<file path="config.mk">
export PLATFORM = sky130hd
export DESIGN_NAME = dgc_top
export DESIGN_NICKNAME = d
export VERILOG_FILES = /design/src/shared/dgc_pkg.sv /design/src/rtl/dgc_mem_port.sv /design/src/rtl/dgc_irq_flags.sv /design/src/rtl/dgc_top.sv
export SDC_FILE = /design/constraint.sdc
export NUM_CORES = 1
export LEC_CHECK = 0
export ABC_AREA = 1
export BUFFER_PORTS_ARGS = -buffer_cell sky130_fd_sc_hd__buf_4
export CAP_MARGIN = 20
export CORE_ASPECT_RATIO = 0.9
export CORE_MARGIN = 2
export CORE_UTILIZATION = 45
export DETAILED_ROUTE_END_ITERATION = 7
export PLACE_DENSITY_LB_ADDON = 0.3
export SLEW_MARGIN = 20
export SYNTH_ARGS = -nofsm -noshare
export SYNTH_HDL_FRONTEND = slang
export SYNTH_HIERARCHICAL = 1
export SYNTH_SLANG_ARGS = --single-unit
</file>
<file path="constraint.sdc">
create_clock -name aclk -period 2.4 [get_ports aclk]
set_clock_uncertainty 0.1 [all_clocks]
set_input_delay 0 -clock aclk [delete_from_list [all_inputs] [get_ports aclk]]
set_output_delay 0 -clock aclk [all_outputs]
set_load 0.005 [all_outputs]
</file>
<file path="src/shared/dgc_pkg.sv">
/*
 * Shared constants and types of the DMA global control block: register
 * offsets, field positions, reset values, table geometry and descriptor modes.
 * Assumes a 32-bit AXI4-Lite register bus and a 32-bit memory master port.
 */
`default_nettype none

package dgc_pkg;

    // ------------------------------------------------------------------
    // Register offsets (byte addresses)
    // ------------------------------------------------------------------
    localparam logic [7:0] DGC_OFF_STATUS = 8'h00;
    localparam logic [7:0] DGC_OFF_CFG = 8'h04;
    localparam logic [7:0] DGC_OFF_CTL_BASE = 8'h08;
    localparam logic [7:0] DGC_OFF_ALT_BASE = 8'h0c;
    localparam logic [7:0] DGC_OFF_SW_REQ = 8'h14;
    localparam logic [7:0] DGC_OFF_ENA_SET = 8'h28;
    localparam logic [7:0] DGC_OFF_ENA_CLR = 8'h2c;
    localparam logic [7:0] DGC_OFF_ATTR = 8'h30;
    localparam logic [7:0] DGC_OFF_ERR_CLR = 8'h4c;
    localparam logic [7:0] DGC_OFF_CH_IRQ = 8'h50;

    // ------------------------------------------------------------------
    // Fields, reset values and geometry
    // ------------------------------------------------------------------
    localparam int DGC_CFG_MASTER_EN_BIT = 0;
    localparam int DGC_TABLE_ALIGN_BITS = 10;
    localparam logic [31:0] DGC_TABLE_HALF = 32'h0000_0200;
    localparam logic [31:0] DGC_RST_ZERO = 32'h0000_0000;
    localparam int DGC_NUM_CH = 32;
    localparam logic [4:0] DGC_SW_CHANNEL = 5'h1e;
    localparam logic [3:0] DGC_DESC_BYTES = 4'h0;
    localparam logic [3:0] DGC_CTRL_WORD_OFS = 4'h8;
    localparam int DGC_MODE_LSB = 0;
    localparam int DGC_CNT_LSB = 4;
    localparam int DGC_ARB_LSB = 14;
    localparam logic [2:0] DGC_MODE_STOP = 3'h0;
    localparam logic [2:0] DGC_MODE_AUTO = 3'h2;
    localparam logic [10:0] DGC_ARB_EIGHT = 11'h008;

    typedef enum logic [1:0] {
        DGC_RESP_OKAY = 2'h0,
        DGC_RESP_SLVERR = 2'h2
    } dgc_resp_t;

endpackage : dgc_pkg

`default_nettype wire

</file>
<file path="src/rtl/dgc_mem_port.sv">
/*
 * Single-word memory master used by the transfer engine: one read or write
 * at a time, level request held until taken, one-cycle done with an error flag.
 * Assumes the memory answers every access with ack, possibly with err.
 */
`timescale 1ns/1ps
`default_nettype none

module dgc_mem_port
    import dgc_pkg::*;
(
    input wire logic aclk,
    input wire logic aresetn,
    input wire logic ce,
    input wire logic req,
    input wire logic req_we,
    input wire logic [31:0] req_addr,
    input wire logic [31:0] req_wdata,
    output logic done,
    output logic done_err,
    output logic [31:0] done_rdata,
    output logic mem_req,
    output logic mem_we,
    output logic [31:0] mem_addr,
    output logic [31:0] mem_wdata,
    input wire logic mem_ack,
    input wire logic mem_err,
    input wire logic [31:0] mem_rdata
);

    always_ff @(posedge aclk) begin
        if (!aresetn) begin
            mem_req <= 1'b0;
            mem_we <= 1'b0;
            mem_addr <= DGC_RST_ZERO;
            mem_wdata <= DGC_RST_ZERO;
            done <= 1'b0;
            done_err <= 1'b0;
            done_rdata <= DGC_RST_ZERO;
        end else if (ce) begin
            done <= 1'b0;
            if (mem_req && mem_ack) begin
                mem_req <= 1'b0;
                done <= 1'b1;
                done_err <= mem_err;
                done_rdata <= mem_rdata;
            // No new access in the done cycle: the requester still shows its old
            // state then, and a request taken there would repeat the last access.
            end else if (!mem_req && !done && req) begin
                mem_req <= 1'b1;
                mem_we <= req_we;
                mem_addr <= req_addr;
                mem_wdata <= req_wdata;
            end
        end
    end

endmodule : dgc_mem_port

`default_nettype wire

</file>
<file path="src/rtl/dgc_irq_flags.sv">
/*
 * Sticky channel completion flags and the error-pending flag.
 * Assumes set pulses and clear strobes come from logic on the same clock.
 */
`timescale 1ns/1ps
`default_nettype none

module dgc_irq_flags
    import dgc_pkg::*;
(
    input wire logic aclk,
    input wire logic aresetn,
    input wire logic ce,
    input wire logic [31:0] ch_set,
    input wire logic [31:0] ch_clr_mask,
    input wire logic ch_clr,
    input wire logic err_set,
    input wire logic err_clr,
    output logic [31:0] ch_status,
    output logic err_pending
);

    // A set in the same cycle as its clear wins, so no completion is lost.
    always_ff @(posedge aclk) begin
        if (!aresetn) begin
            ch_status <= DGC_RST_ZERO;
        end else if (ce) begin
            ch_status <= (ch_status & ~(ch_clr ? ch_clr_mask : DGC_RST_ZERO)) | ch_set;
        end
    end

    always_ff @(posedge aclk) begin
        if (!aresetn) begin
            err_pending <= 1'b0;
        end else if (ce) begin
            if (err_set) begin
                err_pending <= 1'b1;
            end else if (err_clr) begin
                err_pending <= 1'b0;
            end
        end
    end

endmodule : dgc_irq_flags

`default_nettype wire

</file>
<file path="src/rtl/dgc_top.sv">
/*
 * DMA global control: AXI4-Lite registers, control table base, master enable,
 * error and channel interrupt status, and the software-channel auto transfer.
 * Assumes a word-wide memory answering each access with ack, and software
 * programming the table and descriptor before issuing a request.
 */
// Added by the designer: the AXI4-Lite register port and the placing of the registers.
`timescale 1ns/1ps
`default_nettype none

module dgc_top
    import dgc_pkg::*;
(
    input wire logic aclk,
    input wire logic aresetn,
    input wire logic ce,
    input wire logic [7:0] s_axi_awaddr,
    input wire logic s_axi_awvalid,
    output logic s_axi_awready,
    input wire logic [31:0] s_axi_wdata,
    input wire logic [3:0] s_axi_wstrb,
    input wire logic s_axi_wvalid,
    output logic s_axi_wready,
    output logic [1:0] s_axi_bresp,
    output logic s_axi_bvalid,
    input wire logic s_axi_bready,
    input wire logic [7:0] s_axi_araddr,
    input wire logic s_axi_arvalid,
    output logic s_axi_arready,
    output logic [31:0] s_axi_rdata,
    output logic [1:0] s_axi_rresp,
    output logic s_axi_rvalid,
    input wire logic s_axi_rready,
    output logic mem_req,
    output logic mem_we,
    output logic [31:0] mem_addr,
    output logic [31:0] mem_wdata,
    input wire logic mem_ack,
    input wire logic mem_err,
    input wire logic [31:0] mem_rdata,
    output logic sw_channel_interrupt,
    output logic error_interrupt_line,
    output logic [31:0] periph_done
);

    typedef enum logic [2:0] {
        DGC_IDLE, DGC_FETCH_CTRL, DGC_FETCH_SRC, DGC_FETCH_DST,
        DGC_RD_ITEM, DGC_WR_ITEM, DGC_WRITEBACK
    } dgc_state_t;

    // ------------------------------------------------------------------
    // Helper functions
    // ------------------------------------------------------------------
    function automatic logic [31:0] dgc_merge(input logic [31:0] old_v,
                                              input logic [31:0] new_v,
                                              input logic [3:0] strb);
        logic [31:0] r;
        r = old_v;
        for (int i = 0; i < 4; i++) begin
            if (strb[i]) begin
                r[i*8 +: 8] = new_v[i*8 +: 8];
            end
        end
        return r;
    endfunction : dgc_merge

    function automatic logic dgc_mapped(input logic [7:0] a);
        return a == DGC_OFF_STATUS || a == DGC_OFF_CFG || a == DGC_OFF_CTL_BASE
            || a == DGC_OFF_ALT_BASE || a == DGC_OFF_SW_REQ || a == DGC_OFF_ENA_SET
            || a == DGC_OFF_ENA_CLR || a == DGC_OFF_ATTR || a == DGC_OFF_ERR_CLR
            || a == DGC_OFF_CH_IRQ;
    endfunction : dgc_mapped

    // ------------------------------------------------------------------
    // Registers and signals
    // ------------------------------------------------------------------
    logic master_en_q;
    logic [31:0] ctl_base_q;
    logic [31:0] ch_enable_q;
    logic [31:0] attr_q;
    logic [7:0] aw_addr_q;
    logic aw_full_q;
    logic [31:0] w_data_q;
    logic [3:0] w_strb_q;
    logic w_full_q;
    logic wr_fire;
    logic wr_ok;
    logic [31:0] wr_val;
    logic [31:0] rd_val;
    logic [31:0] ch_status;
    logic err_pending;
    logic [31:0] ch_set;
    logic err_set;
    logic [4:0] pend_ch;
    logic pend_valid;
    dgc_state_t state_q;
    logic [4:0] cur_ch_q;
    logic [31:0] ctrl_q;
    logic [31:0] src_q;
    logic [31:0] dst_q;
    logic [9:0] left_q;
    logic [7:0] item_q;
    logic [3:0] arb_q;
    logic busy_q;
    logic mp_req;
    logic mp_we;
    logic [31:0] mp_addr;
    logic [31:0] mp_wdata;
    logic mp_done;
    logic mp_err;
    logic [31:0] mp_rdata;
    logic [31:0] desc_addr;
    logic [31:0] ctrl_done;

    // ------------------------------------------------------------------
    // AXI4-Lite write path
    // ------------------------------------------------------------------
    assign s_axi_awready = ce && !aw_full_q && !s_axi_bvalid;
    assign s_axi_wready = ce && !w_full_q && !s_axi_bvalid;
    assign wr_fire = ce && aw_full_q && w_full_q && !s_axi_bvalid;
    assign wr_ok = wr_fire && dgc_mapped(aw_addr_q);

    always_ff @(posedge aclk) begin
        if (!aresetn) begin
            aw_full_q <= 1'b0;
            aw_addr_q <= 8'h00;
            w_full_q <= 1'b0;
            w_data_q <= DGC_RST_ZERO;
            w_strb_q <= 4'h0;
            s_axi_bvalid <= 1'b0;
            s_axi_bresp <= DGC_RESP_OKAY;
        end else if (ce) begin
            if (s_axi_awvalid && s_axi_awready) begin
                aw_full_q <= 1'b1;
                aw_addr_q <= {s_axi_awaddr[7:2], 2'b00};
            end
            if (s_axi_wvalid && s_axi_wready) begin
                w_full_q <= 1'b1;
                w_data_q <= s_axi_wdata;
                w_strb_q <= s_axi_wstrb;
            end
            if (wr_fire) begin
                aw_full_q <= 1'b0;
                w_full_q <= 1'b0;
                s_axi_bvalid <= 1'b1;
                s_axi_bresp <= wr_ok ? DGC_RESP_OKAY : DGC_RESP_SLVERR;
            end else if (s_axi_bvalid && s_axi_bready) begin
                s_axi_bvalid <= 1'b0;
            end
        end
    end

    assign wr_val = dgc_merge(DGC_RST_ZERO, w_data_q, w_strb_q);

    always_ff @(posedge aclk) begin
        if (!aresetn) begin
            master_en_q <= 1'b0;
            ctl_base_q <= DGC_RST_ZERO;
            attr_q <= DGC_RST_ZERO;
        end else if (ce && wr_ok) begin
            if (aw_addr_q == DGC_OFF_CFG && w_strb_q[0]) begin
                master_en_q <= w_data_q[DGC_CFG_MASTER_EN_BIT];
            end
            if (aw_addr_q == DGC_OFF_CTL_BASE) begin
                ctl_base_q <= dgc_merge(ctl_base_q, w_data_q, w_strb_q)
                    & ~((32'h1 << DGC_TABLE_ALIGN_BITS) - 32'h1);
            end
            if (aw_addr_q == DGC_OFF_ATTR) begin
                attr_q <= dgc_merge(attr_q, w_data_q, w_strb_q);
            end
        end
    end

    // Enables are set by software and cleared by completion; set beats clear.
    always_ff @(posedge aclk) begin
        if (!aresetn) begin
            ch_enable_q <= DGC_RST_ZERO;
        end else if (ce) begin
            ch_enable_q <= (ch_enable_q & ~ctrl_done
                & ~((wr_ok && aw_addr_q == DGC_OFF_ENA_CLR) ? wr_val : DGC_RST_ZERO))
                | ((wr_ok && aw_addr_q == DGC_OFF_ENA_SET) ? wr_val : DGC_RST_ZERO);
        end
    end

    // ------------------------------------------------------------------
    // AXI4-Lite read path
    // ------------------------------------------------------------------
    assign s_axi_arready = ce && !s_axi_rvalid;

    always_comb begin
        rd_val = DGC_RST_ZERO;
        unique case (s_axi_araddr & 8'hfc)
            DGC_OFF_STATUS: rd_val = {30'h0, busy_q, master_en_q};
            DGC_OFF_CFG: rd_val = {31'h0, master_en_q};
            DGC_OFF_CTL_BASE: rd_val = ctl_base_q;
            DGC_OFF_ALT_BASE: rd_val = ctl_base_q + DGC_TABLE_HALF;
            DGC_OFF_ENA_SET: rd_val = ch_enable_q;
            DGC_OFF_ATTR: rd_val = attr_q;
            DGC_OFF_ERR_CLR: rd_val = {31'h0, err_pending};
            DGC_OFF_CH_IRQ: rd_val = ch_status;
            default: rd_val = DGC_RST_ZERO;
        endcase
    end

    always_ff @(posedge aclk) begin
        if (!aresetn) begin
            s_axi_rvalid <= 1'b0;
            s_axi_rdata <= DGC_RST_ZERO;
            s_axi_rresp <= DGC_RESP_OKAY;
        end else if (ce) begin
            if (s_axi_arvalid && s_axi_arready) begin
                s_axi_rvalid <= 1'b1;
                s_axi_rdata <= rd_val;
                s_axi_rresp <= dgc_mapped(s_axi_araddr & 8'hfc) ? DGC_RESP_OKAY
                    : DGC_RESP_SLVERR;
            end else if (s_axi_rvalid && s_axi_rready) begin
                s_axi_rvalid <= 1'b0;
            end
        end
    end

    // ------------------------------------------------------------------
    // Request capture
    // ------------------------------------------------------------------
    // Requests are single-shot writes; one pending request is held so that a
    // request made while another transfer runs is not dropped.
    always_ff @(posedge aclk) begin
        if (!aresetn) begin
            pend_valid <= 1'b0;
            pend_ch <= 5'h00;
        end else if (ce) begin
            if (wr_ok && aw_addr_q == DGC_OFF_SW_REQ
                    && ch_enable_q[w_data_q[4:0]] && !pend_valid) begin
                pend_valid <= 1'b1;
                pend_ch <= w_data_q[4:0];
            end else if (state_q == DGC_IDLE && master_en_q) begin
                pend_valid <= 1'b0;
            end
        end
    end

    // ------------------------------------------------------------------
    // Transfer engine
    // ------------------------------------------------------------------
    assign desc_addr = ctl_base_q | {23'h0, cur_ch_q, DGC_DESC_BYTES};

    always_comb begin
        mp_req = 1'b0;
        mp_we = 1'b0;
        mp_addr = desc_addr;
        mp_wdata = DGC_RST_ZERO;
        unique case (state_q)
            DGC_IDLE: mp_req = 1'b0;
            DGC_FETCH_CTRL: begin
                mp_req = 1'b1;
                mp_addr = desc_addr + {28'h0, DGC_CTRL_WORD_OFS};
            end
            DGC_FETCH_SRC: mp_req = 1'b1;
            DGC_FETCH_DST: begin
                mp_req = 1'b1;
                mp_addr = desc_addr + 32'h4;
            end
            DGC_RD_ITEM: begin
                mp_req = master_en_q;
                mp_addr = src_q;
            end
            DGC_WR_ITEM: begin
                mp_req = master_en_q;
                mp_we = 1'b1;
                mp_addr = dst_q;
                mp_wdata = {24'h0, item_q};
            end
            DGC_WRITEBACK: begin
                mp_req = 1'b1;
                mp_we = 1'b1;
                mp_addr = desc_addr + {28'h0, DGC_CTRL_WORD_OFS};
                mp_wdata = {ctrl_q[31:14], 10'h000, 1'b0, DGC_MODE_STOP};
            end
        endcase
    end

    // Once a transfer has started it needs no further request: auto mode.
    always_ff @(posedge aclk) begin
        if (!aresetn) begin
            state_q <= DGC_IDLE;
            cur_ch_q <= 5'h00;
            ctrl_q <= DGC_RST_ZERO;
            src_q <= DGC_RST_ZERO;
            dst_q <= DGC_RST_ZERO;
            left_q <= 10'h000;
            item_q <= 8'h00;
            arb_q <= 4'h0;
            busy_q <= 1'b0;
        end else if (ce) begin
            unique case (state_q)
                DGC_IDLE: if (pend_valid && master_en_q) begin
                    state_q <= DGC_FETCH_CTRL;
                    cur_ch_q <= pend_ch;
                    busy_q <= 1'b1;
                end
                DGC_FETCH_CTRL: if (mp_done) begin
                    ctrl_q <= mp_rdata;
                    left_q <= mp_rdata[DGC_CNT_LSB +: 10] + 10'h001;
                    state_q <= mp_err ? DGC_IDLE : DGC_FETCH_SRC;
                    busy_q <= !mp_err;
                end
                DGC_FETCH_SRC: if (mp_done) begin
                    src_q <= mp_rdata;
                    state_q <= mp_err ? DGC_IDLE : DGC_FETCH_DST;
                    busy_q <= !mp_err;
                end
                DGC_FETCH_DST: if (mp_done) begin
                    dst_q <= mp_rdata;
                    arb_q <= 4'h0;
                    state_q <= mp_err ? DGC_IDLE : DGC_RD_ITEM;
                    busy_q <= !mp_err;
                end
                DGC_RD_ITEM: if (mp_done) begin
                    item_q <= mp_rdata[7:0];
                    state_q <= mp_err ? DGC_IDLE : DGC_WR_ITEM;
                    busy_q <= !mp_err;
                end
                DGC_WR_ITEM: if (mp_done) begin
                    src_q <= src_q + 32'h1;
                    dst_q <= dst_q + 32'h1;
                    left_q <= left_q - 10'h001;
                    arb_q <= (arb_q == DGC_ARB_EIGHT[3:0] - 4'h1) ? 4'h0 : arb_q + 4'h1;
                    if (mp_err) begin
                        state_q <= DGC_IDLE;
                        busy_q <= 1'b0;
                    end else if (left_q == 10'h001) begin
                        state_q <= DGC_WRITEBACK;
                    end else begin
                        state_q <= DGC_RD_ITEM;
                    end
                end
                DGC_WRITEBACK: if (mp_done) begin
                    state_q <= DGC_IDLE;
                    busy_q <= 1'b0;
                end
            endcase
        end
    end

    assign err_set = mp_done && mp_err;
    assign ctrl_done = (state_q == DGC_WRITEBACK && mp_done && !mp_err)
        ? (32'h1 << cur_ch_q) : DGC_RST_ZERO;
    assign ch_set = ctrl_done & (32'h1 << DGC_SW_CHANNEL);

    always_ff @(posedge aclk) begin
        if (!aresetn) begin
            periph_done <= DGC_RST_ZERO;
        end else if (ce) begin
            periph_done <= ctrl_done & ~(32'h1 << DGC_SW_CHANNEL);
        end
    end

    assign sw_channel_interrupt = ch_status[DGC_SW_CHANNEL];
    assign error_interrupt_line = err_pending;

    // ------------------------------------------------------------------
    // Submodules
    // ------------------------------------------------------------------
    dgc_mem_port u_mem (
        .aclk(aclk),
        .aresetn(aresetn),
        .ce(ce),
        .req(mp_req),
        .req_we(mp_we),
        .req_addr(mp_addr),
        .req_wdata(mp_wdata),
        .done(mp_done),
        .done_err(mp_err),
        .done_rdata(mp_rdata),
        .mem_req(mem_req),
        .mem_we(mem_we),
        .mem_addr(mem_addr),
        .mem_wdata(mem_wdata),
        .mem_ack(mem_ack),
        .mem_err(mem_err),
        .mem_rdata(mem_rdata)
    );

    dgc_irq_flags u_flags (
        .aclk(aclk),
        .aresetn(aresetn),
        .ce(ce),
        .ch_set(ch_set),
        .ch_clr_mask(wr_val),
        .ch_clr(wr_ok && aw_addr_q == DGC_OFF_CH_IRQ),
        .err_set(err_set),
        .err_clr(wr_ok && aw_addr_q == DGC_OFF_ERR_CLR && w_strb_q[0] && w_data_q[0]),
        .ch_status(ch_status),
        .err_pending(err_pending)
    );

endmodule : dgc_top

`default_nettype wire

</file>
## Word-level counts from Yosys, hierarchy flattened

Cells that the tools add are included.

| storage, ports and cells | value |
|---|---|
| bits in registers | 462 |
| memories kept | 0 |
| ROM bits | 0 |
| word-level logic and storage cells | 259 |
| RAM bits | 0 |
| latch bits | 0 |

| operators by class | value |
|---|---|
| bitwise operators | 10 |
| reduce and logical (&&, ||, !) cells | 107 |
| add/sub/neg operators | 7 |
| eq/ne operators | 34 |
| divide/modulo/power cells | 0 |
| multiply operators | 0 |
| muxes and demuxes | 60 |
| shifts and indexed selects | 1 |
| order comparisons | 1 |

Operators with widths:

| cell | number |
|---|---|
| 32-bit case mux with 8 select lines | 1 |
| 32-bit 2-to-1 mux | 7 |
| 32-bit case mux with 2 select lines | 3 |
| 32-bit case mux with 4 select lines | 1 |
| 32-bit bitwise AND | 3 |
| 32-bit NOT | 3 |
| 32-bit by 1-bit adder with 32-bit output, second input constant | 2 |
| 6-bit by 4-bit equality test with 1-bit output, second input constant | 6 |
| 1-bit logical AND | 33 |
| 3-bit AND reduction | 11 |
| 32-bit by 10-bit adder with 32-bit output, second input constant | 1 |
| 32-bit by 3-bit adder with 32-bit output, second input constant | 1 |
| 32-bit by 4-bit adder with 32-bit output, second input constant | 1 |
| 8-bit 2-to-1 mux | 4 |
| 32-bit by 31-bit OR with 32-bit output | 1 |
| 32-bit OR | 1 |
| 32-bit by 9-bit OR with 32-bit output | 1 |
| 1-bit by 5-bit << shifter with 32-bit output, first input constant | 1 |
| 3-bit 2-to-1 mux | 10 |
| 2-bit AND reduction | 14 |
| 6-bit by 2-bit equality test with 1-bit output, second input constant | 4 |
| 6-bit by 5-bit equality test with 1-bit output, second input constant | 4 |
| 1-bit 2-to-1 mux | 22 |
| 3-bit case mux with 7 select lines | 1 |
| other kinds (27) | 84 |

## Depth between registers and ports, before layout

Gate-level depths: netlist of run 1.

| depth | value |
|---|---|
| depth after elaboration | 16 |
| mapped depth | 13 |

## Cells and area by module

Netlist of run 1, hierarchy kept.

Modules (own cells, without submodules):

| module | instances | area each (µm²) | seq. area each (µm²) | cells an instance |
|---|---|---|---|---|
| dgc_top | 1 | 17073.9 | 6266.0 | 2639 |
| dgc_mem_port | 1 | 4301.6 | 2001.9 | 646 |
| dgc_irq_flags | 1 | 1330.0 | 660.6 | 179 |

## Worst setup path after synthesis of run 1

Ideal clock, no wire load.

| timing path | value |
|---|---|
| kind | reg-to-reg |
| from | reg state_q[2] |
| to | reg u_mem.mem_addr[2] |
| slack | 479 ps |
| arrival time | 1706 ps |
| path buffers | 3 |
| cell stages (with the launch flop) | 13 |
| data required time | 2185 ps |
| path through | dfxtp_1 > inv_2 > nor2_4 > inv_1 > clkbuf_1 > o211ai_1 > nand2_1 > inv_2 > buf_4 > buf_2 > nand3_1 > nand2_1 > nor2_1 |

| between the ends | value |
|---|---|
| word-level cells in the longest chain between the ends | 5 |
| elaborated cells on any way between the ends | 14 |
| those cells by class | eq/ne (6); mux (2); reduce/logical (6) |

Ends and longest elaborated chain:

| element | line | RTL |
|---|---|---|
| start: declaration | dgc_top.sv:96 | `dgc_state_t state_q;` |
| start signal: assignment | dgc_top.sv:304 | `state_q <= mp_err ? DGC_IDLE : DGC_FETCH_SRC;` |
| start signal: assignment | dgc_top.sv:309 | `state_q <= mp_err ? DGC_IDLE : DGC_FETCH_DST;` |
| start signal: assignment | dgc_top.sv:315 | `state_q <= mp_err ? DGC_IDLE : DGC_RD_ITEM;` |
| 3-bit equality test, or another cell as far along | dgc_top.sv:252 | `unique case (state_q)` |
| 4-bit OR reduction (no source line) or 2-bit OR reduction (tied branches) | - |  |
| 1-bit case mux with 3 select lines * | dgc_top.sv:252 |  |
| net mp_req | dgc_top.sv:105 | `logic mp_req;` |
| 1-bit logical AND * | dgc_mem_port.sv:49 | `end else if (!mem_req && !done && req) begin` |
| 3-bit AND reduction (no source line) * | - |  |
| end signal: assignment | dgc_mem_port.sv:52 | `mem_addr <= req_addr;` |
| end: declaration | dgc_mem_port.sv:24 | `output logic [31:0] mem_addr,` |

Mark *: on every way through the listed nets, which the timed path passes. The rest lies on a longest branch.
A chain may end at the register's enable or synchronous reset.

## Worst setup path after layout of run 1

| timing path | value |
|---|---|
| from | in ce |
| to | reg u_mem.done_rdata[29] |

| between the ends | value |
|---|---|
| word-level cells in the longest chain between the ends | 1 |

Ends and longest elaborated chain:

| element | line | RTL |
|---|---|---|
| start: declaration | dgc_top.sv:16 | `input wire logic ce,` |
| 2-bit AND reduction (no source line) | - |  |
| end signal: assignment | dgc_mem_port.sv:46 | `done_rdata <= mem_rdata;` |
| end: declaration | dgc_mem_port.sv:21 | `output logic [31:0] done_rdata,` |

No other way between the ends.

==> results of run 1 <==
==> metal layers <==
layer  vias up  routed length (µm)  global-route usage
met5         -                   0                   0
met4         0                2920               0.109
met3       176                8370              0.0610
met2      1186               34900               0.449
met1     11500               36500               0.446
li1      12100                   -                   -
==> kinds of logic (layout without fill, tap and decap cells) <==
family | after synthesis | count (layout) | share of synthesized area
AOI/OAI and AO/OA | 738 | 738 | 0.177
xor gates and xnor gates | 21 | 21 | 0.00810
adders and majority gates | 5 | 5 | 0.00276
buffers and inverters | 600 | 994 | 0.112
DFF | 446 | 446 | 0.393
other | 1 | 40 | 0.000165
and+or+nand+nor | 1653 | 1653 | 0.308
==> layout by cell type (no fill, tap or decap), types with 5 or more instances in the layout <==
cell                            netlist  routed
sky130_fd_sc_hd__nor2_1             377     373
sky130_fd_sc_hd__ha_1                 5       5
sky130_fd_sc_hd__o211ai_1            18      18
sky130_fd_sc_hd__o221ai_1            14      14
sky130_fd_sc_hd__a21oi_1            365     365
sky130_fd_sc_hd__dfxtp_1            446     445
sky130_fd_sc_hd__nor2_2               5       8
sky130_fd_sc_hd__conb_1               1      40
sky130_fd_sc_hd__buf_12               0      18
sky130_fd_sc_hd__clkbuf_8             0      18
sky130_fd_sc_hd__a31oi_1             26      26
sky130_fd_sc_hd__clkinv_2             0       8
sky130_fd_sc_hd__o21ai_0            253     251
sky130_fd_sc_hd__dlygate4sd3_1        0     203
sky130_fd_sc_hd__a22o_1               5       5
sky130_fd_sc_hd__a211oi_1             6       6
sky130_fd_sc_hd__clkbuf_16            0      48
sky130_fd_sc_hd__inv_2               16      13
sky130_fd_sc_hd__a22oi_1              8       8
sky130_fd_sc_hd__buf_4               33     304
sky130_fd_sc_hd__nor3_1              35      35
sky130_fd_sc_hd__clkbuf_1            96       5
sky130_fd_sc_hd__inv_1              362     362
sky130_fd_sc_hd__nand3_1            270     270
sky130_fd_sc_hd__a221o_1              9       9
sky130_fd_sc_hd__a21boi_0            17      17
sky130_fd_sc_hd__nand2_1            833     832
sky130_fd_sc_hd__nand4_1            102     102
sky130_fd_sc_hd__nand2_2              6       6
sky130_fd_sc_hd__xor2_1              17      17
==> critical path: cells and delay by family <==
family / cells / cell delay (ns)
AND/OR/NAND/NOR: 3 / 0.33
buffers and inverters: 6 / 2.31
==> timing repair <==
action,4_1_cts,5_1_grt
resized for setup,0,10
hold buffers,203,0
hold endpoints to repair,148,0
endpoints found under the setup margin,0,37
==> cell type report <==
cell class | count | area, µm²
Sequential cell | 446 | 8930
Multi-Input combinational cell | 2457 | 11400
Tap cell | 680 | 851
Fill cell | 4758 | 21100
Inverter | 381 | 1440
Timing Repair Buffer | 528 | 4710
Clock buffer | 70 | 1450
Clock inverter | 15 | 210
==> state kept, by name (all words and copies together), names as in the netlist, 4 cells and up <==
name,cells
w_data_q,32
u_mem/mem_addr,32
dst_q,32
u_flags/ch_status,32
ctl_base_q,22
ctrl_q,18
cur_ch_q,5
src_q,32
s_axi_rdata,32
attr_q,32
u_mem/mem_wdata,32
ch_enable_q,32
aw_addr_q,6
pend_ch,5
item_q,8
w_strb_q,4
periph_done,31
left_q,10
u_mem/done_rdata,32
==> cell usage after synthesis, drive strengths merged <==
cell	n	area, µm²
or2	6	37.5
o31ai	2	15.0
a22oi	8	60.1
nor3	39	215
nor3b	1	12.5
o21a	3	22.5
a221o	9	90.1
a22o	5	43.8
o2111a	1	11.3
o211ai	18	135
and2	1	6.26
o21bai	1	7.51
clkinv	3	11.3
and3	2	12.5
nand2	839	3160
a21boi	20	150
a211oi	6	45.0
o221ai	14	123
clkbuf	96	360
nor4	3	18.8
xnor2	4	35.0
o2111ai	3	26.3
dfxtp	446	8930
xor2	17	149
conb	1	3.75
ha	5	62.6
nand3	273	1380
buf	123	742
or3	1	6.26
a31oi	26	163
nand4	103	651
a21oi	365	1830
o21ai	254	1270
o22ai	3	18.8
inv	378	1420
nor2	385	1480
==> report_power, final <==
part | total (W) | leakage (nW) | switching, W | internal [W]
Combinational | 0.00326 | 7.73 | 0.00190 | 0.00136
Sequential | 0.00825 | 3.63 | 0.000399 | 0.00785
Clock | 0.00789 | 0.824 | 0.00326 | 0.00463
==> per-stage QoR <==
stage / area [µm²] / util
after detailed placement: 25300 / 0.504
final: 29000 / 0.578
after floorplan: 22900 / -
after CTS: 29000 / 0.578
after global routing: 29000 / 0.578
after global placement: 25300 / 0.504
==> how the worst max path moves through the flow <==
stage,startpoint,end,slack [ns],cells past startpoint
final,ce,u_mem/done_rdata[29]$_SDFFE_PN0P_,0.08,9
after floorplan,state_q[2]$_SDFFE_PN0P_,u_mem/mem_addr[2]$_SDFFE_PN0P_,0.48,12
after detailed placement,dst_q[0]$_SDFFE_PN0P_,dst_q[16]$_SDFFE_PN0P_,0.23,12
after CTS,u_mem/mem_req$_SDFFE_PN0P_,u_mem/done_rdata[3]$_SDFFE_PN0P_,0.03,6
after global placement,dst_q[0]$_SDFFE_PN0P_,dst_q[16]$_SDFFE_PN0P_,0.27,12
after global routing,u_mem/mem_req$_SDFFE_PN0P_,u_mem/done_rdata[9]$_SDFFE_PN0P_,0.01,6
==> results.md, run 1 <==
- For this run, the total global-route usage over all layers was measured as 0.307.
- The post-CTS repair timing setup buffer count is 0.
- The later-pin clock latency in the skew report is ~0.61 ns.
- The final number of hold-violating endpoints is 0.
- The worst hold path begins at s_axi_bready.
- The die covers approximately 52000 µm².
- By instance count, the cell type seen most on the critical path is sky130_fd_sc_hd__dlygate4sd3_1.
- The remaining global-route overflow is 0.
- The required arrival time at the worst endpoint is between 2 and 3 ns.
- The flop and latch count out of synthesis is between 400 and 500.
- Total power for the finished layout comes to about 0.019 W.
- The iteration count of the initial detailed-routing pass is 6.
- Summed over all cells, the static leakage comes to between 10 and 15 nW.
- The number of antenna violations at the first check in global routing was 0.
- The overall routed net length is roughly 83000 µm.
- The worst register-to-register path has a depth of 6.
- The classification of the worst-slack hold path is in -> reg.
- Traced cell by cell, the critical path runs through dlygate4sd3_1, buf_6, buf_8, nand3_2, buf_12, nor2_1, dlygate4sd3_1, nor2_1, dlygate4sd3_1.
- The end point of the most critical hold path is s_axi_bvalid$_SDFFE_PN0P_.
- The top-level I/O count is about 240.
- The clock tree root buffer cell is sky130_fd_sc_hd__clkbuf_16.
- The non-filler instance count after layout is ~4600.
- Setup repair after global routing left no endpoint under its margin.
- In this run the worst path has a maximum fanout of 68.
- After detailed routing, the number of remaining DRC violations is 0.
- The worst setup path is captured at a flop.
- In this run the remaining antenna-violating nets after routing total 0.
- Setup violations remaining at the end of the flow were counted as 0.
- The final max-slew violation count was 0.
- For the pin with the worst max-slew slack, the measured transition is slightly below 0.9 ns.
- The headroom to the max-slew limit is 0.408.
- Synthesis produced a netlist whose cell count is ~3500.
- Dividing total power by cell area gives a power density of about 670 nW/µm².
- The arrival time at the worst endpoint is 2.71 ns.
- The hold-critical path depth is 5.
- TritonCTS built the clock tree.
- The placement-stage worst setup slack is about 0.23 ns.
- The weighted congestion reported at the end of routability-driven placement is slightly below 1.
- The via count of the first global-routing pass is ~22000.
- In this run the horizontal extent of the chip is between 200 and 250 µm.
- The number of buffers on the longest clock path is 3.
- The worst register-to-register path ends at u_mem/done_rdata[29]$_SDFFE_PN0P_.
- Across all setup checks in the final design, the least slack found is 0.0779 ns.
- The worst setup path is of the in -> reg kind.
- The number of sinks handled by clock tree synthesis is roughly 450.
- The number of nets at the end of the flow is 3961.
- The die is about 220 µm tall.
- The startpoint of the lowest-slack register-to-register path is u_mem/mem_req$_SDFFE_PN0P_.
- The tool flagged a number of max-cap violations equal to 0.
- The clock-pin transition on the worst setup and hold timing paths is approximately 0.06 ns.
- The via count of the routed design is approximately 25000.
- A synthesized cell averages 6.55 µm².
- The floorplan has 78 rows.
- The flow ran to the end, and the final reports show no timing, DRC or antenna violations.
- The wire length of the first global-routing pass is 127000 µm.
- The number of clock buffers added by TritonCTS is between 40 and 50.
- The count of yosys warnings during synthesis is 6.
- The area of the placeable core is 50200 µm².
- The accumulated negative setup slack is 0 ns.
- The number of input and output port buffers inserted is 227.
- For this design, the slowest cell found on the critical path is sky130_fd_sc_hd__dlygate4sd3_1.
- The worst IR drop on VDD is approximately 0.0005 V.
- The fraction of layout instances using a drive strength above 1 is 0.117.
- The via density per instance is roughly 5.5.
- The relative area change from synthesis to final layout is 27.8%.
- The average detailed-routed wire length per instance is approximately 18 µm.
- The half-perimeter wire length after detailed placement is about 55000 µm.
- The netlist area before placement is around 23000 µm².
- For this block, the initial DRC count from the detailed router was between 3000 and 4000.
- The initial core utilization is 0.453.
- Setup slack on the worst reg-to-reg path comes out at 0.08 ns.
- The total placed cells including tap cells is 4289.
- The count of distinct cell types in the synthesized netlist is 50.
- The CTS H-tree depth is 2.
- Derived from the worst setup path, the maximum achievable clock frequency is roughly 0.43 GHz.
- In this design, the stage delay of the slowest critical-path cell is between 0.5 and 0.6 ns.
- Of the available clock period, the critical path in the final layout requires 0.968.
- Entering global routing, the biggest net connects between 150 and 200 pins.
- The clock period could shrink to 2.32 ns.
- The tightest hold path in the finished design has a slack of ~0.14 ns.
- The repair_antennas step left the layout with diodes totalling 0.
- The sequential area share after synthesis is 0.393.
- The type of origin of the critical path is an input port.
(Power assumes the default switching activity.)
==> inputs of run 2 (changes only) <==
- HOLD_SLACK_MARGIN: default -> 0.05
- MAX_ROUTING_LAYER: default -> met4
==> run 2 against run 1 <==
Against the previous run:
- cell count is 0.31% higher
- die area stayed put
- register-to-register slack worse by 0.04 ns
- critical path depth is 2 higher
- fmax is 2.2% lower
- non-clock buffer count is 11 higher
- sequential power hardly changed
- worst hold slack better by 0.13 ns
- utilization is 0.31 points higher
- power is 0.51% higher
==> results.md, run 2 (synthesized netlist as in run 1, its figures left out) <==
- The via density per instance is 5.45 (was 5.46).
- The sequential fraction of design power is 0.423 (was 0.425).
- The post-route minimum period is 2.37 ns (was 2.32 ns).
- The area of the die is 52300 µm² (unchanged).
- The arrival time at the worst endpoint is 2.74 ns (was 2.71 ns).
- The relative area change from synthesis to final layout was 28.5% (was 27.8%).
- The leakage power summed over all cells is 12.2 nW (about the same).
- The area used by multi-input combinational logic is 11400 µm² (unchanged).
- The net load switching power was 0.00558 W (was 0.00556 W).
- The accumulated negative setup slack is 0 ns (unchanged).
- The classification of the worst-slack hold path is in -> reg (unchanged).
- The initial core utilization came to 0.453 (unchanged).
- The top-level I/O count is 235 (unchanged).
- The area of the placeable core was 50200 µm² (unchanged).
- The clock tree root buffer cell is sky130_fd_sc_hd__clkbuf_16 (unchanged).
- The power per unit of standard cell area is 668 nW/µm² (about the same).
- Setup repair after global routing missed its margin: no (unchanged).
- The commonest non-fill, non-tap cell in the layout is sky130_fd_sc_hd__nand2_1 (unchanged).
- The remaining global-route overflow was 0 (unchanged).
- The starting DRC count in detailed routing was 2811 (was 3085).
- The type of the worst setup path is in -> reg (unchanged).
- The power share of the clock group is 0.407 (about the same).
- The final max-slew violation count was 0 (unchanged).
- The total clock buffers created by CTS is 49 (was 48).
- The worst-case reg-to-reg path depth is 6 (unchanged).
- The post-route fraction of the period consumed by the critical path is 0.989 (was 0.968).
- Status: finished, final reports clean (unchanged).
- The combinational fraction of design power is 0.170 (was 0.168).
- The fraction of layout instances using a drive strength above 1 is 0.118 (was 0.117).
- The maximum clock rate is 0.421 GHz (was 0.431 GHz).
- The count of filler cells inserted in the layout is 4702 (was 4758).
- The number of nets at the end of the flow is 3973 (was 3961).
- The wire length of the first global-routing pass was 128000 µm (was 127000 µm).
- The hold-critical path depth is 4 (was 5).
- The placement-stage worst setup slack came to 0.215 ns (was 0.228 ns).
- The cell row count is 78 (unchanged).
- The CTS H-tree depth is 2 (unchanged).
- The horizontal extent of the die is 241 µm (unchanged).
- The number of design rule violations left after detail routing was 0 (unchanged).
- Most frequent cells in the layout: sky130_fd_sc_hd__nand2_1 (830), sky130_fd_sc_hd__dfxtp_1 (445), sky130_fd_sc_hd__nor2_1 (373) (was sky130_fd_sc_hd__nand2_1 (832), sky130_fd_sc_hd__dfxtp_1 (445), sky130_fd_sc_hd__nor2_1 (373)).
- The source of the worst hold timing path is s_axi_wdata[30] (was s_axi_bready).
- The final cell area excluding filler cells is 29200 µm² (was 29000 µm²).
- The slew of the pin with the lowest slew margin is 0.770 ns (was 0.887 ns).
- The number of sinks handled by clock tree synthesis is 446 (unchanged).
- The final number of hold-violating endpoints was 0 (unchanged).
- The headroom to the max-slew limit came to 0.486 (was 0.408).
- The capture point of the worst reg-to-reg path is u_mem/done_rdata[16]$_SDFFE_PN0P_ (was u_mem/done_rdata[29]$_SDFFE_PN0P_).
- The proportion of total power due to net switching was 0.286 (was 0.287).
- The iteration count of the initial detailed-routing pass was 6 (unchanged).
- The peak fanout along the critical path is 13 (was 68).
- The startpoint of the lowest-slack register-to-register path is u_mem/mem_req$_SDFFE_PN0P_ (unchanged).
- The count of endpoints failing setup in the final report was 0 (unchanged).
- The vertical die dimension is 217 µm (unchanged).
- The type of origin of the critical path is an input port (unchanged).
- The clock-pin transition on the worst setup and hold timing paths was 0.06 ns (about the same).
- The overall track demand over capacity in global routing was 0.318 (was 0.307).
- The later-pin clock latency in the skew report is 0.60 ns (was 0.61 ns).
- The required arrival time at the worst endpoint was 2.77 ns (was 2.79 ns).
- The via count of the first global-routing pass is 22800 (was 22300).
- The max-capacitance violation count was 0 (unchanged).
- The total internal power was 0.0139 W (was 0.0138 W).
- The maximum number of pins on one net before global-route repair is 177 (was 181).
- The worst IR drop on VDD was 0.000582 V (was 0.000502 V).
- The end-of-flow core utilization is 0.582 (was 0.578).
- The number of input and output port buffers inserted is 227 (unchanged).
- The overall routed net length is 82800 µm (was 82700 µm).
- The end point of the most critical hold path is w_data_q[30]$_SDFFE_PN0P_ (was s_axi_bvalid$_SDFFE_PN0P_).
- The half-perimeter wire length after detailed placement was 55800 µm (was 55300 µm).
- The weighted congestion reported at the end of routability-driven placement is 0.961 (was 0.969).
- The number of antenna violations at the first check in global routing is 0 (unchanged).
- The type of element capturing the critical path is a flop (unchanged).
- The remaining antenna violation count came to 0 (unchanged).
- The area taken by flip-flops and latches is 8930 µm² (unchanged).
- The average detailed-routed wire length per instance is 18.0 µm (was 18.1 µm).
- The via count of the routed design is 25000 (about the same).
- The TritonCTS clock tree is yes (unchanged).
- The setup slack on the worst flop-to-flop path is 0.04 ns (was 0.08 ns).
- The total placed instance area is 25400 µm² (was 25300 µm²).
- The final worst setup slack is 0.0262 ns (was 0.0779 ns).
- The hold slack is 0.264 ns (was 0.135 ns).
- The number of buffers on the longest clock path is 3 (unchanged).
[run 2: final cells by class]
class / count / area share
sequential: 446 / 0.306
multi-input combinational: 2457 / 0.391
clock buffer: 68 / 0.0486
tap: 680 / 0.0292
antenna: 1 / 0.0000858
clock inverter: 19 / 0.00896
inverter: 381 / 0.0494
timing repair buffer: 539 / 0.166
[run 2: how the worst max path moves through the flow]
stage | from | slack [ns] | depth (start not counted) | end
3_3_place_gp | aw_addr_q[7]$_SDFFE_PN0P_ | 0.28 | 11 | attr_q[13]$_SDFFE_PN0P_
4_1_cts | u_mem/mem_req$_SDFFE_PN0P_ | 0.04 | 6 | u_mem/done_rdata[3]$_SDFFE_PN0P_
2_1_floorplan | state_q[2]$_SDFFE_PN0P_ | 0.48 | 12 | u_mem/mem_addr[2]$_SDFFE_PN0P_
6_report | s_axi_araddr[6] | 0.03 | 11 | s_axi_rdata[17]$_SDFFE_PN0P_
5_1_grt | s_axi_bvalid$_SDFFE_PN0P_ | 0.004 | 8 | w_strb_q[1]$_SDFFE_PN0P_
3_5_place_dp | aw_addr_q[7]$_SDFFE_PN0P_ | 0.22 | 11 | attr_q[13]$_SDFFE_PN0P_
[run 2: timing repair]
item / CTS / global route
endpoints found under the hold margin: 213 / 0
buffers inserted: 0 / 0
endpoints found under the setup margin: 0 / 45
resized for setup: 0 / 7
hold buffers: 208 / 0
[run 2: power groups by stage]
| stage | combinational (W) | clock, W | sequential [W] |
|---|---|---|---|
| finish | 0.00331 | 0.00794 | 0.00825 |
| floorplan | 0.00185 | 0 | 0.00827 |
| detailed placement | 0.00296 | 0 | 0.00839 |
| global placement | 0.00293 | 0 | 0.00839 |
| CTS | 0.00322 | 0.00800 | 0.00823 |
| global route | 0.00362 | 0.00834 | 0.00829 |
[run 2: critical path: stages]
cell and delay (ns):
sky130_fd_sc_hd__dlygate4sd3_1 0.54, sky130_fd_sc_hd__buf_4 0.14, sky130_fd_sc_hd__inv_1 0.05, sky130_fd_sc_hd__nor2_1 0.04
sky130_fd_sc_hd__dlygate4sd3_1 0.59, sky130_fd_sc_hd__nand2_1 0.10, sky130_fd_sc_hd__inv_1 0.21, sky130_fd_sc_hd__buf_4 0.28
sky130_fd_sc_hd__a22o_1 0.24, sky130_fd_sc_hd__o21ai_0 0.42, sky130_fd_sc_hd__a21oi_1 0.12
[run 2: stage by stage]
stage / std cells / total power (W)
final: 4591 / 0.0195
after global routing: 4590 / 0.0202
after CTS: 4590 / 0.0195
after detailed placement: 4295 / 0.0113
after global placement: 4295 / 0.0113
after floorplan: 3503 / 0.0101
[run 2: layer usage]
metal / track usage / share of wire / up-vias
met2: 0.461 / 0.43 / 1269
met4: 0.100 / 0.028 / 0
met3: 0.0596 / 0.11 / 160
met5: - / 0 / -
met1: 0.447 / 0.44 / 11500
li1: - / - / 12100
